**src/logic/updown_counter_regs.vh**
```
// Purpose: named constants for the BCD up/down counter with compare
// Assumes: 20 MHz ref_clk, classic Wishbone slave with 32-bit data
// Notes: offsets are byte addresses of aligned words
`ifndef UPDOWN_COUNTER_REGS_VH
`define UPDOWN_COUNTER_REGS_VH

// ****************************************************
// Register map
// ****************************************************
`define OFS_CTRL 4'h0
`define OFS_STATUS 4'h4
`define OFS_COUNT 4'h8
`define OFS_REG 4'hC
`define OFS_IRQ_STAT 4'h0
`define OFS_IRQ_MASK 4'h4

// ****************************************************
// Control register fields
// ****************************************************
`define CTRL_CC_VARIANT 0
`define CTRL_DECADE 1
`define CTRL_WIDTH 2
`define CTRL_RESET_VAL 2'h0

// ****************************************************
// Interrupt events
// ****************************************************
`define EV_EQUAL 0
`define EV_ZERO 1
`define EV_LOAD_DONE 2
`define EV_CARRY 3
`define EV_WIDTH 4

// ****************************************************
// Three-level pin codes
// ****************************************************
`define TRI_OPEN 2'h0
`define TRI_HIGH 2'h1
`define TRI_LOW 2'h2

// ****************************************************
// Timing
// ****************************************************
`define CLK_HZ 20000000
`define SCAN_HZ 2500
`define SCAN_DIV (`CLK_HZ / `SCAN_HZ)
`define LOAD_MAX_US 5000
`define LOAD_MAX_CYC ((`CLK_HZ / 1000000) * `LOAD_MAX_US)

`endif

```
**src/logic/bcd_updown_counter_compare.v**
```verilog
// Purpose: four-decade BCD up/down counter with compare register and preset port
// Assumes: all pins synchronous to ref_clk; three-level pins arrive pre-decoded
// Notes: registers on classic Wishbone; one interrupt from sticky event bits
//
// Contract
// - Common-cathode variant reads BCD port inputs active low, outputs stay active high.
// - Preset load finishes within 5ms after the preset control is released.
// - Equality and zero flags are not valid while a preset load runs.
// - Flags come from a combinational compare and may glitch during loads.
// - Counter and register presets raised together load the same BCD value.
// - A reload lasts four digit periods; count edges in it may be lost.
// - Register holds until next register preset; reset clears the counter and zeros any register digits preset while it is low.
// - Preset, off and view controls each decode high, low and open distinctly.
// - Counter preset held low keeps the BCD output drivers disabled.
// - Undriven BCD inputs read as 0000.
// - Count rising edge increments when up, decrements when down, inhibited in reset/preset.
// - Reset low clears the counter; store low copies counter to output latches.
// - Preset restarts scan at the top digit, loads each digit, repeats while requested.
//
// The Wishbone slave port and the register addresses were chosen for this implementation.
`timescale 1ns/10ps
`default_nettype none
`include "updown_counter_regs.vh"

module bcd_updown_counter_compare #(
  parameter SCAN_DIV = `SCAN_DIV,
  parameter LOAD_MAX_CYC = `LOAD_MAX_CYC
) (
  input wire ref_clk, // 20 MHz clock
  input wire rst_n, // Synchronous reset, active low
  input wire count_in, // Count input
  input wire up_dn, // High counts up
  input wire reset_cnt_n, // Counter reset, active low
  input wire store_n, // Latch update, active low
  input wire [1:0] counter_preset_ctl, // Three-level code
  input wire [1:0] register_preset_ctl, // Three-level code
  input wire [1:0] view_control, // Three-level code
  input wire [3:0] bcd_in, // BCD port input level
  input wire bcd_in_driven, // Low when switches all open
  output reg [3:0] bcd_out, // BCD port output data
  output reg bcd_oe, // BCD port output enable
  output reg [3:0] digit_strobe, // bit3 msd_strobe, bit0 lsd_strobe
  output reg [3:0] digit_bcd, // Digit value for display
  output reg blank, // Digit blanked
  output reg equal_n, // Counter equals register, active low
  output reg zero_n, // Counter is zero, active low
  output reg carry, // Carry or borrow pulse
  output reg loading, // Preset load in progress
  output reg irq, // Interrupt level
  input wire [31:0] wb_adr_i, // Wishbone address
  input wire [31:0] wb_dat_i, // Wishbone write data
  output reg [31:0] wb_dat_o, // Wishbone read data
  input wire [3:0] wb_sel_i, // Wishbone byte selects
  input wire wb_we_i, // Wishbone write
  input wire wb_cyc_i, // Wishbone cycle
  input wire wb_stb_i, // Wishbone strobe
  output reg wb_ack_o // Wishbone acknowledge
);

  // ****************************************************
  // States
  // ****************************************************
  localparam ST_IDLE = 2'b01;
  localparam ST_LOAD = 2'b10;

  reg [1:0] state;
  reg [15:0] counter;
  reg [15:0] cmp_reg;
  reg [15:0] latch;
  reg [1:0] phase;
  reg [15:0] scan_cnt;
  reg scan_tick;
  reg load_ctr;
  reg load_reg;
  reg cnt_s1;
  reg cnt_s2;
  reg cnt_prev;
  reg [`CTRL_WIDTH-1:0] ctrl;
  reg [`EV_WIDTH-1:0] irq_stat;
  reg [`EV_WIDTH-1:0] irq_mask;
  reg [31:0] load_timer;
  reg lz_blank;
  reg [15:0] next_count;
  reg next_carry;
  reg [3:0] preset_digit;
  reg [3:0] cur_digit;
  reg [`EV_WIDTH-1:0] events;
  reg equal_prev;
  reg zero_prev;

  wire count_pulse;
  wire lc_high;
  wire lr_high;
  wire lr_low;
  wire lc_low;
  wire wb_req;
  wire [3:0] wb_ofs;
  wire eq_now;
  wire zero_now;
  integer i;

  // ****************************************************
  // Three-level decode and input conditioning
  // ****************************************************
  assign lc_high = (counter_preset_ctl == `TRI_HIGH);
  assign lc_low = (counter_preset_ctl == `TRI_LOW);
  assign lr_high = (register_preset_ctl == `TRI_HIGH);
  assign lr_low = (register_preset_ctl == `TRI_LOW);

  always @* begin
    // Open switches bias to zero regardless of variant
    if (!bcd_in_driven) begin
      preset_digit = 4'h0;
    end else if (ctrl[`CTRL_CC_VARIANT]) begin
      preset_digit = ~bcd_in;
    end else begin
      preset_digit = bcd_in;
    end
  end

  // Second stage only feeds the edge detector
  always @(posedge ref_clk) begin
    if (!rst_n) begin
      cnt_s1 <= 1'b0;
      cnt_s2 <= 1'b0;
      cnt_prev <= 1'b0;
    end else begin
      cnt_s1 <= count_in;
      cnt_s2 <= cnt_s1;
      cnt_prev <= cnt_s2;
    end
  end
  assign count_pulse = cnt_s2 & ~cnt_prev;

  // ****************************************************
  // BCD next-count arithmetic
  // ****************************************************
  always @* begin
    next_count = counter;
    next_carry = 1'b1;
    for (i = 0; i < 4; i = i + 1) begin
      if (next_carry) begin
        if (up_dn) begin
          if (counter[i*4 +: 4] == 4'h9) begin
            next_count[i*4 +: 4] = 4'h0;
          end else begin
            next_count[i*4 +: 4] = counter[i*4 +: 4] + 4'h1;
            next_carry = 1'b0;
          end
        end else begin
          if (counter[i*4 +: 4] == 4'h0) begin
            next_count[i*4 +: 4] = 4'h9;
          end else begin
            next_count[i*4 +: 4] = counter[i*4 +: 4] - 4'h1;
            next_carry = 1'b0;
          end
        end
      end
    end
  end

  // ****************************************************
  // Scan divider
  // ****************************************************
  always @(posedge ref_clk) begin
    if (!rst_n) begin
      scan_cnt <= 16'h0000;
      scan_tick <= 1'b0;
    end else if ((lr_low || lc_high || lr_high) && state == ST_IDLE) begin
      scan_cnt <= 16'h0000;
      scan_tick <= 1'b0;
    end else if (scan_cnt == SCAN_DIV[15:0] - 16'h0001) begin
      scan_cnt <= 16'h0000;
      scan_tick <= 1'b1;
    end else begin
      scan_cnt <= scan_cnt + 16'h0001;
      scan_tick <= 1'b0;
    end
  end

  // ****************************************************
  // Counter, register, preset sequencer
  // ****************************************************
  always @(posedge ref_clk) begin
    if (!rst_n) begin
      state <= ST_IDLE;
      counter <= 16'h0000;
      cmp_reg <= 16'h0000;
      latch <= 16'h0000;
      phase <= 2'h3;
      load_ctr <= 1'b0;
      load_reg <= 1'b0;
      carry <= 1'b0;
      load_timer <= 32'h0000_0000;
    end else begin
      carry <= 1'b0;
      if (!store_n) begin
        latch <= counter;
      end
      case (state)
        ST_IDLE: begin
          load_timer <= 32'h0000_0000;
          if (lc_high || lr_high) begin
            // Both captured in one instant share every digit
            load_ctr <= lc_high;
            load_reg <= lr_high;
            phase <= 2'h3;
            state <= ST_LOAD;
          end else if (lr_low) begin
            phase <= 2'h3;
          end else if (scan_tick) begin
            phase <= phase - 2'h1;
          end
          if (!reset_cnt_n) begin
            counter <= 16'h0000;
          end else if (count_pulse && !lc_high) begin
            counter <= next_count;
            carry <= next_carry;
          end
        end
        ST_LOAD: begin
          load_timer <= load_timer + 32'h0000_0001;
          // Counts during load are dropped; reload costs four digit periods
          if (!reset_cnt_n) begin
            counter <= 16'h0000;
          end
          if (scan_tick || load_timer >= LOAD_MAX_CYC) begin
            if (load_ctr) begin
              counter[phase*4 +: 4] <= reset_cnt_n ? preset_digit : 4'h0;
            end
            if (load_reg) begin
              cmp_reg[phase*4 +: 4] <= reset_cnt_n ? preset_digit : 4'h0;
            end
            if (phase == 2'h0) begin
              phase <= 2'h3;
              load_timer <= 32'h0000_0000;
              if (lc_high || lr_high) begin
                load_ctr <= lc_high;
                load_reg <= lr_high;
              end else begin
                state <= ST_IDLE;
              end
            end else begin
              phase <= phase - 2'h1;
            end
          end
        end
        default: begin
          state <= ST_IDLE;
        end
      endcase
    end
  end

  // ****************************************************
  // Compare and outputs
  // ****************************************************
  assign eq_now = (counter == cmp_reg);
  assign zero_now = (counter == 16'h0000);

  always @* begin
    cur_digit = latch[phase*4 +: 4];
  end

  always @(posedge ref_clk) begin
    if (!rst_n) begin
      equal_n <= 1'b1;
      zero_n <= 1'b1;
      loading <= 1'b0;
      bcd_out <= 4'h0;
      bcd_oe <= 1'b0;
      digit_strobe <= 4'h0;
      digit_bcd <= 4'h0;
      blank <= 1'b1;
      lz_blank <= 1'b1;
    end else begin
      // Flags track raw compare; loading marks them untrustworthy
      equal_n <= ~eq_now;
      zero_n <= ~zero_now;
      loading <= (state == ST_LOAD);
      bcd_out <= cur_digit;
      bcd_oe <= (state == ST_IDLE) && !lc_low && !lr_low;
      digit_strobe <= lr_low ? 4'h0 : (4'h1 << phase);
      digit_bcd <= cur_digit;
      if (phase == 2'h3) begin
        lz_blank <= (cur_digit == 4'h0);
      end else if (cur_digit != 4'h0) begin
        lz_blank <= 1'b0;
      end
      blank <= lr_low || (view_control == `TRI_HIGH) ||
        ((view_control == `TRI_OPEN) && phase != 2'h0 && cur_digit == 4'h0 &&
        (phase == 2'h3 || lz_blank));
    end
  end

  // ****************************************************
  // Wishbone slave and interrupts
  // ****************************************************
  assign wb_req = wb_cyc_i & wb_stb_i & ~wb_ack_o;
  assign wb_ofs = wb_adr_i[3:0];

  always @(posedge ref_clk) begin
    if (!rst_n) begin
      equal_prev <= 1'b0;
      zero_prev <= 1'b0;
    end else begin
      equal_prev <= eq_now;
      zero_prev <= zero_now;
    end
  end

  always @* begin
    events = {`EV_WIDTH{1'b0}};
    events[`EV_EQUAL] = eq_now & ~equal_prev & (state == ST_IDLE);
    events[`EV_ZERO] = zero_now & ~zero_prev & (state == ST_IDLE);
    events[`EV_LOAD_DONE] = (state == ST_LOAD) & loading & ~(lc_high | lr_high) &
      (scan_tick | (load_timer >= LOAD_MAX_CYC)) & (phase == 2'h0);
    events[`EV_CARRY] = carry;
  end

  always @(posedge ref_clk) begin
    if (!rst_n) begin
      wb_ack_o <= 1'b0;
      wb_dat_o <= 32'h0000_0000;
      ctrl <= `CTRL_RESET_VAL;
      irq_stat <= {`EV_WIDTH{1'b0}};
      irq_mask <= {`EV_WIDTH{1'b0}};
      irq <= 1'b0;
    end else begin
      wb_ack_o <= wb_req;
      wb_dat_o <= 32'h0000_0000;
      // Read clears, but a new event in that cycle survives
      if (wb_req && !wb_we_i && wb_adr_i[4] && wb_ofs == `OFS_IRQ_STAT) begin
        irq_stat <= events;
      end else begin
        irq_stat <= irq_stat | events;
      end
      if (wb_req && wb_we_i && wb_sel_i[0]) begin
        if (!wb_adr_i[4] && wb_ofs == `OFS_CTRL) begin
          ctrl <= wb_dat_i[`CTRL_WIDTH-1:0];
        end
        if (wb_adr_i[4] && wb_ofs == `OFS_IRQ_MASK) begin
          irq_mask <= wb_dat_i[`EV_WIDTH-1:0];
        end
      end
      if (wb_req && !wb_we_i) begin
        case ({wb_adr_i[4], wb_ofs})
          {1'b0, `OFS_CTRL}: wb_dat_o <= {30'h0, ctrl};
          {1'b0, `OFS_STATUS}: wb_dat_o <= {28'h0, loading, ~zero_n, ~equal_n,
            state == ST_LOAD};
          {1'b0, `OFS_COUNT}: wb_dat_o <= {16'h0000, counter};
          {1'b0, `OFS_REG}: wb_dat_o <= {16'h0000, cmp_reg};
          {1'b1, `OFS_IRQ_STAT}: wb_dat_o <= {28'h0, irq_stat};
          {1'b1, `OFS_IRQ_MASK}: wb_dat_o <= {28'h0, irq_mask};
          default: wb_dat_o <= 32'h0000_0000;
        endcase
      end
      irq <= |(irq_stat & irq_mask);
    end
  end

endmodule
`default_nettype wire

```
**config.mk**
```make
export PLATFORM = sky130hd
export DESIGN_NAME = bcd_updown_counter_compare
export DESIGN_NICKNAME = d
export VERILOG_FILES = /design/src/logic/bcd_updown_counter_compare.v
export VERILOG_INCLUDE_DIRS = /design/src /design/src/logic
export SDC_FILE = /design/constraint.sdc
export NUM_CORES = 1
export LEC_CHECK = 0
export ABC_AREA = 1
export BUFFER_PORTS_ARGS = -buffer_cell sky130_fd_sc_hd__buf_2
export CAP_MARGIN = 25
export CORE_AREA = 2 2 133 135
export CTS_BUF_LIST = sky130_fd_sc_hd__clkbuf_4
export DETAILED_ROUTE_END_ITERATION = 10
export DIE_AREA = 0 0 135 137
export GPL_TIMING_DRIVEN = 0
export MAX_ROUTING_LAYER = met4
export PLACE_DENSITY = 0.78
export SLEW_MARGIN = 20
export SYNTH_ARGS = -nofsm -noshare
export SYNTH_HDL_FRONTEND = slang
export SYNTH_SLANG_ARGS = --single-unit
```
**constraint.sdc**
```tcl
create_clock -name ref_clk -period 2.11 [get_ports ref_clk]
set_input_delay 0 -clock ref_clk [delete_from_list [all_inputs] [get_ports ref_clk]]
set_output_delay 0 -clock ref_clk [all_outputs]
set_load 0.01 [all_outputs]
```
Yosys cells after proc, flatten, opt, wreduce, memory -nomap -nowiden --
Index checks and enable logic that the tools add are counted.
Word-level totals: memories kept 0, latch bits 0, bits in read-only memories 0, word-level logic and storage cells 230, output and inout port bits 52, input port bits 88, memory bits (writable) 0, bits in registers 167
Operators by class: multiply operators 0, shifts and indexed selects 4, bitwise logic cells 26, eq/ne operators 29, reductions and logical operators 56, multiplexer cells 69, divide/modulo/power cells 0, add/sub/neg operators 12, $lt $le $gt $ge 1
Operators with widths (count):
- $mux W16 | 7
- $pmux W16 S6 | 1
- $mux W4 | 19
- $mux W32 | 2
- $pmux W32 S2 | 1
- $neg A4 Y34 | 1
- $shift A4 B34 Y16 const A | 1
- $shiftx A4 B34 Y16 | 1
- $add A32 B1 Y32 const B | 1
- $bwmux W16 | 2
- $ge A32 B17 Y1 const B | 1
- $pmux W16 S2 | 1
- $logic_not A4 Y1 | 6
- $mux W1 | 23
- $mux W2 | 9
- $reduce_and A3 Y1 | 6
- $add A16 B1 Y16 const B | 1
- $add A4 B1 Y4 const B | 4
- $eq A16 B13 Y1 const B | 1
- $eq A16 B16 Y1 | 1
- $eq A4 B4 Y1 const B | 4
- $logic_not A16 Y1 | 1
- $shiftx A16 B5 Y4 | 1
- $sub A4 B1 Y4 const B | 4
- other kinds (32) | 98

Logic depth before layout (Yosys ltp) --
word-level depth 9, depth in mapped cells 14

Worst setup path after synthesis --
Ideal clock, no wire load.
path type reg-to-reg, start register phase[0], end register counter[0], cell stages (with the launch flop) 15, library setup time 70 ps, path slack 239 ps, clock period less this slack 1871 ps, buffers on the path 2, arrival 1801 ps, cells stage by stage dfxtp_1 inv_1 clkbuf_1 ha_1 buf_2 nand2_1 nor2_1 nand3_1 nand2_1 nand2_1 nand2_1 nand2_1 nand2_1 nand2_1 a21oi_1
On the way: longest elaborated chain between the ends 6, elaborated cells on any way between the ends 7, classes of those cells 1 x add/sub; 2 x shift; 4 x mux
RTL lines:
- start: declaration | RTL line bcd_updown_counter_compare.v:70 | reg [1:0] phase;
- start signal: assignment | RTL line bcd_updown_counter_compare.v:212 | phase <= phase - 2'h1;
- start signal: assignment | RTL line bcd_updown_counter_compare.v:244 | phase <= phase - 2'h1;
- $neg A4 Y34 * | RTL line bcd_updown_counter_compare.v:229 | counter[phase*4 +: 4] <= reset_cnt_n ? preset_digit : 4'h0;
- $shiftx A4 B34 Y16 or $shift A4 B34 Y16 (tied branches) | RTL line bcd_updown_counter_compare.v:229
- $bwmux W16 * | RTL line bcd_updown_counter_compare.v:229
- $mux W16 * | RTL line bcd_updown_counter_compare.v:228 | if (load_ctr) begin
- $mux W16 * | RTL line bcd_updown_counter_compare.v:227 | if (scan_tick || load_timer >= LOAD_MAX_CYC) begin
- $pmux W16 S2 * | RTL line bcd_updown_counter_compare.v:200 | case (state)
- end signal: assignment | RTL line bcd_updown_counter_compare.v:217 | counter <= next_count;
- end signal: indexed assignment | RTL line bcd_updown_counter_compare.v:229
- end: declaration | RTL line bcd_updown_counter_compare.v:67 | reg [15:0] counter;
Mark *: on every way between the ends. The rest lies on a longest branch, timed or not. A chain may end at the register's enable or synchronous reset.

Worst setup path after layout --
start register counter[9], end register counter[13]
On the way: longest elaborated chain between the ends 6, elaborated cells on any way between the ends 8, classes of those cells 2 x eq/ne; 4 x mux; 2 x reduce/logical
RTL lines:
- $eq A4 B4 Y1 or $logic_not A4 Y1 (tied branches) | RTL line bcd_updown_counter_compare.v:144, bcd_updown_counter_compare.v:151
- $mux W1, on equally long branches | RTL line bcd_updown_counter_compare.v:144, bcd_updown_counter_compare.v:151
- $mux W1 * | RTL line bcd_updown_counter_compare.v:143 | if (up_dn) begin
- $mux W1 * | RTL line bcd_updown_counter_compare.v:142 | if (next_carry) begin
- $ne A3 B3 Y1 (no source line) *
- $reduce_and A3 Y1 (no source line) *
Marked as above.

==> results.txt <==
----------------------------------------------------
[Global routing]
  Remaining global-route overflow ... 0
  Global-route wire length before repair ... 38.3 mm
  Via count of the first global-routing pass ... 7734
  Maximum number of pins on one net before global-route repair ... 17
  Initial antenna violation count ... 0
  Global-route total usage across every layer ... 27.1%

[Floorplan]
  Num ports ... 140
  Area inside the core boundary ... 17100 um2
  Count of standard-cell rows ... 48
  Initial core utilization ... 49.2%
  Die extent in y ... 137 um
  Chip Width ... 135 um
  DIE AREA ... 18500 um2

[Logic synthesis]
  Sequential element share of the synthesized area ... 36.0%
  Yosys warns ... 0
  Simple logic cell fraction of the synthesized area ... 33.1%
  Most frequently used flop master after synthesis ... dfxtp_1
  Post-synthesis share of cell area spent on xor and xnor gates ... 3.34%
  Total standard cell area after synthesis ... 8390 um2
  Share of the synthesized area in compound gates (AO/OA/AOI/OAI) ... 13.2%
  Synth unique cells ... 51
  Mean post-synth cell area ... 6.73 um2
  Number of enable flip-flop cells after synthesis ... 0
  Main combinational cell family by area after synthesis ... simple AND/OR/NAND/NOR gates
  Flip-flop and latch count after synthesis ... 151
  Share of flip-flops with an asynchronous set or reset after synthesis ... 0%
  Multiplexer share of the synthesized area ... 0.119%
  Syn Inst Count ... 1246
  Post-synthesis adder-cell area fraction ... 3.28%

[Drt]
  Routed via count divided by cell count ... 5.35
  Number of detailed-routing iterations run before antenna repair ... 5
  ANT nets after route ... 0
  Final wirelength ... 24.2 mm
  Initial detailed-routing violation count ... 681
  Overall via count from detail_route ... 8685
  Routed len/inst ... 14.9 um
  Count of unresolved DRC violations after routing ... 0

[Critical path]
  Slowest cell on the critical path ... dfxtp_1
  RR Startpoint ... counter[9]
  Kind of capture point of the worst setup path ... flip-flop
  Count of cells along the worst register-to-register path ... 10
  Type of the worst setup path ... flip-flop to flip-flop
  R2R setup slack ... 0.08 ns
  Crit Reg-Reg Endpoint ... counter[13]
  Dominant cell type by count on the critical path ... nand2_1
  Top cell family by delay on the critical path ... simple AND/OR/NAND/NOR gates
  Critical Path Fanout Max ... 8
  Worst stage delay on the critical path ... 0.44 ns
  Number of buffers and inverters on the critical path ... 1
  Endpoint arrival time on the critical path ... 2.56 ns
  Cell chain of the critical path ... inv_2 -> ha_1 -> nand3_1 -> mux2i_4 -> nand3_1 -> nand2_1 -> nand2_2 -> nand2_1 -> nand2_1 -> a21oi_1
  CP Depth ... 10
  Startpoint type of the worst setup path ... flip-flop
  Required time worst endpoint ... 2.63 ns

[Layout]
  # diodes ... 0
  Area delta synth->final ... 17.4%
  Register bank with the most flops ... load_timer
  Fraction of final layout cells with drive strength greater than 1 ... 14.4%
  Net total in the final layout ... 1495
  Max reg flops ... 32

[CTS]
  Clock tree from TritonCTS ... done
  Clock root buffer master ... clkbuf_4
  Clock net sink count ... 151
  Number of buffers inserted during clock tree synthesis ... 17
  Clock-pin slew on the worst setup and hold paths ... 0.13 ns
  Number of buffers on the longest clock path ... 2
  H-tree depth ... 4
  Clock Latency Late Sink ... 0.58 ns

[Placed design]
  HPWL after detailed placement ... 18.0 mm
  Count of input and output buffers ... 64
  Gp weighted congestion ... 0.961

[Worst hold path]
  Worst Hold Endpoint ... wb_dat_o[0]
  Number of cells on the worst hold path ... 6
  HP Start ... wb_adr_i[0]
  Hold Path Class ... primary input to flip-flop

[Power]
  Static Leakage ... 4.35 nW
  Peak supply drop ... 0.352 mV
  Total power density per cell area ... 720 nW/um2

[Run]
  Count of maximum capacitance violations ... 0

[STA]
  Setup skew after layout ... 0.0146 ns
  Minimum hold slack ... 0.0205 ns
  Highest attainable clock frequency ... 492 MHz
  Number of failing setup endpoints in the final timing report ... 0
  RSZ-0062 raised after global routing ... true
  Fin Setup TNS ... 0 ns
  Final number of hold-violating endpoints ... 0
  Period minus WS final ... 2.03 ns
  Worst slew pin tran ... 0.649 ns
  Worst max-slew margin expressed relative to the limit ... 56.8%
  Post-route clock period utilization ... 96.2%
  Slew Viols, Final ... 0

[Run status]
  Status ... complete, no violations

----------------------------------------------------
[final cells by class]
cell class,instances,area (um2)
plain buffers,63,388
clock buffers,20,150
clock inverters,12,154
fillers,1690,7210
inverters,143,544
multi-input cells,904,4570
flip-flops and latches,151,3030
well taps,225,282
repair buffers,105,726
[worst max-delay path by stage]
stage	startpoint	to	slack [ns]
floorplan	phase[0]	counter[0]	0.24
global placement	phase[0]	counter[3]	-0.43
detailed placement	phase[0]	counter[0]	-0.44
CTS	wb_adr_i[3]	irq_mask[2]	0.002
global route	counter[9]	counter[12]	-0.01
finish	counter[9]	counter[13]	0.08
[repair_timing]
action / 4_1_cts / 5_1_grt
setup endpoints to repair: 32 / 34
buffers inserted: 0 / 3
hold buffers: 36 / 2
resized for setup: 11 / 31
hold endpoints to repair: 83 / 6
[cells in the mapped netlist, types with 22 or more instances]
library cell	instances	area [um2]
nor2_1	165	619
nand4_1	23	144
dfxtp_1	151	3020
nand2_1	265	995
nor3_1	31	155
xor2_1	22	193
o22ai_1	26	163
inv_1	135	507
nand3_1	100	500
o21ai_0	71	355
a21oi_1	80	400
ha_1	22	275
[power by group]
part | internal, W | total, W | switching (W)
Clock | 0.000858 | 0.00194 | 0.00109
Sequential | 0.00302 | 0.00319 | 0.000169
Combinational | 0.000688 | 0.00195 | 0.00126
[cell families (layout without fill, tap and decap cells)]
logic type      after synthesis  count (layout)
other cells                   1              16
simple gates                631             631
fa+ha+maj                    22              22
flops                       151             151
buf+inv                     206             343
compound gates              202             202
mux                           1               1
xor+xnor                     32              32
[per-layer routing]
layer	GRT usage [%]	routed length (um)	vias to the layer above
li1	-	-	4305
met1	34.2	10500	3976
met2	42.8	11300	347
met3	5.33	1810	57
met4	11.1	699	0
met5	-	0	-
[through the flow]
step / utilization (%) / setup WS, ns / instance area (um2) / cells / total power, W
6_report: 57.7 / 0.0792 / 9850 / 1623 / 0.00709
5_1_grt: 57.7 / -0.0121 / 9850 / 1623 / 0.00742
4_1_cts: 57.1 / 0.00220 / 9730 / 1618 / 0.00699
3_5_place_dp: 53.0 / -0.436 / 9050 / 1550 / 0.00501
3_3_place_gp: 53.0 / -0.426 / 9050 / 1550 / 0.00498
2_1_floorplan: - / 0.239 / 8440 / 1261 / 0.00445
[cells in the final DEF (no fill, tap or decap), types with 19 or more instances in the layout]
cell / count
a21oi_1: 80
buf_2: 77
buf_4: 24
clkbuf_1: 19
clkbuf_4: 20
dfxtp_1: 146
dlygate4sd3_1: 37
ha_1: 21
inv_1: 128
nand2_1: 262
nand3_1: 100
nand4_1: 23
nor2_1: 160
nor3_1: 31
o21ai_0: 66
o22ai_1: 26
xor2_1: 22
[worst reg2reg max path: stages, from the launching register on]
cell and delay, ns:
dfxtp_1 0.44, inv_2 0.19, ha_1 0.23, nand3_1 0.23, mux2i_4 0.26, nand3_1 0.15
nand2_1 0.10, nand2_2 0.13, nand2_1 0.10, nand2_1 0.05, a21oi_1 0.11
No activity file was read; power rests on OpenSTA's default activity.
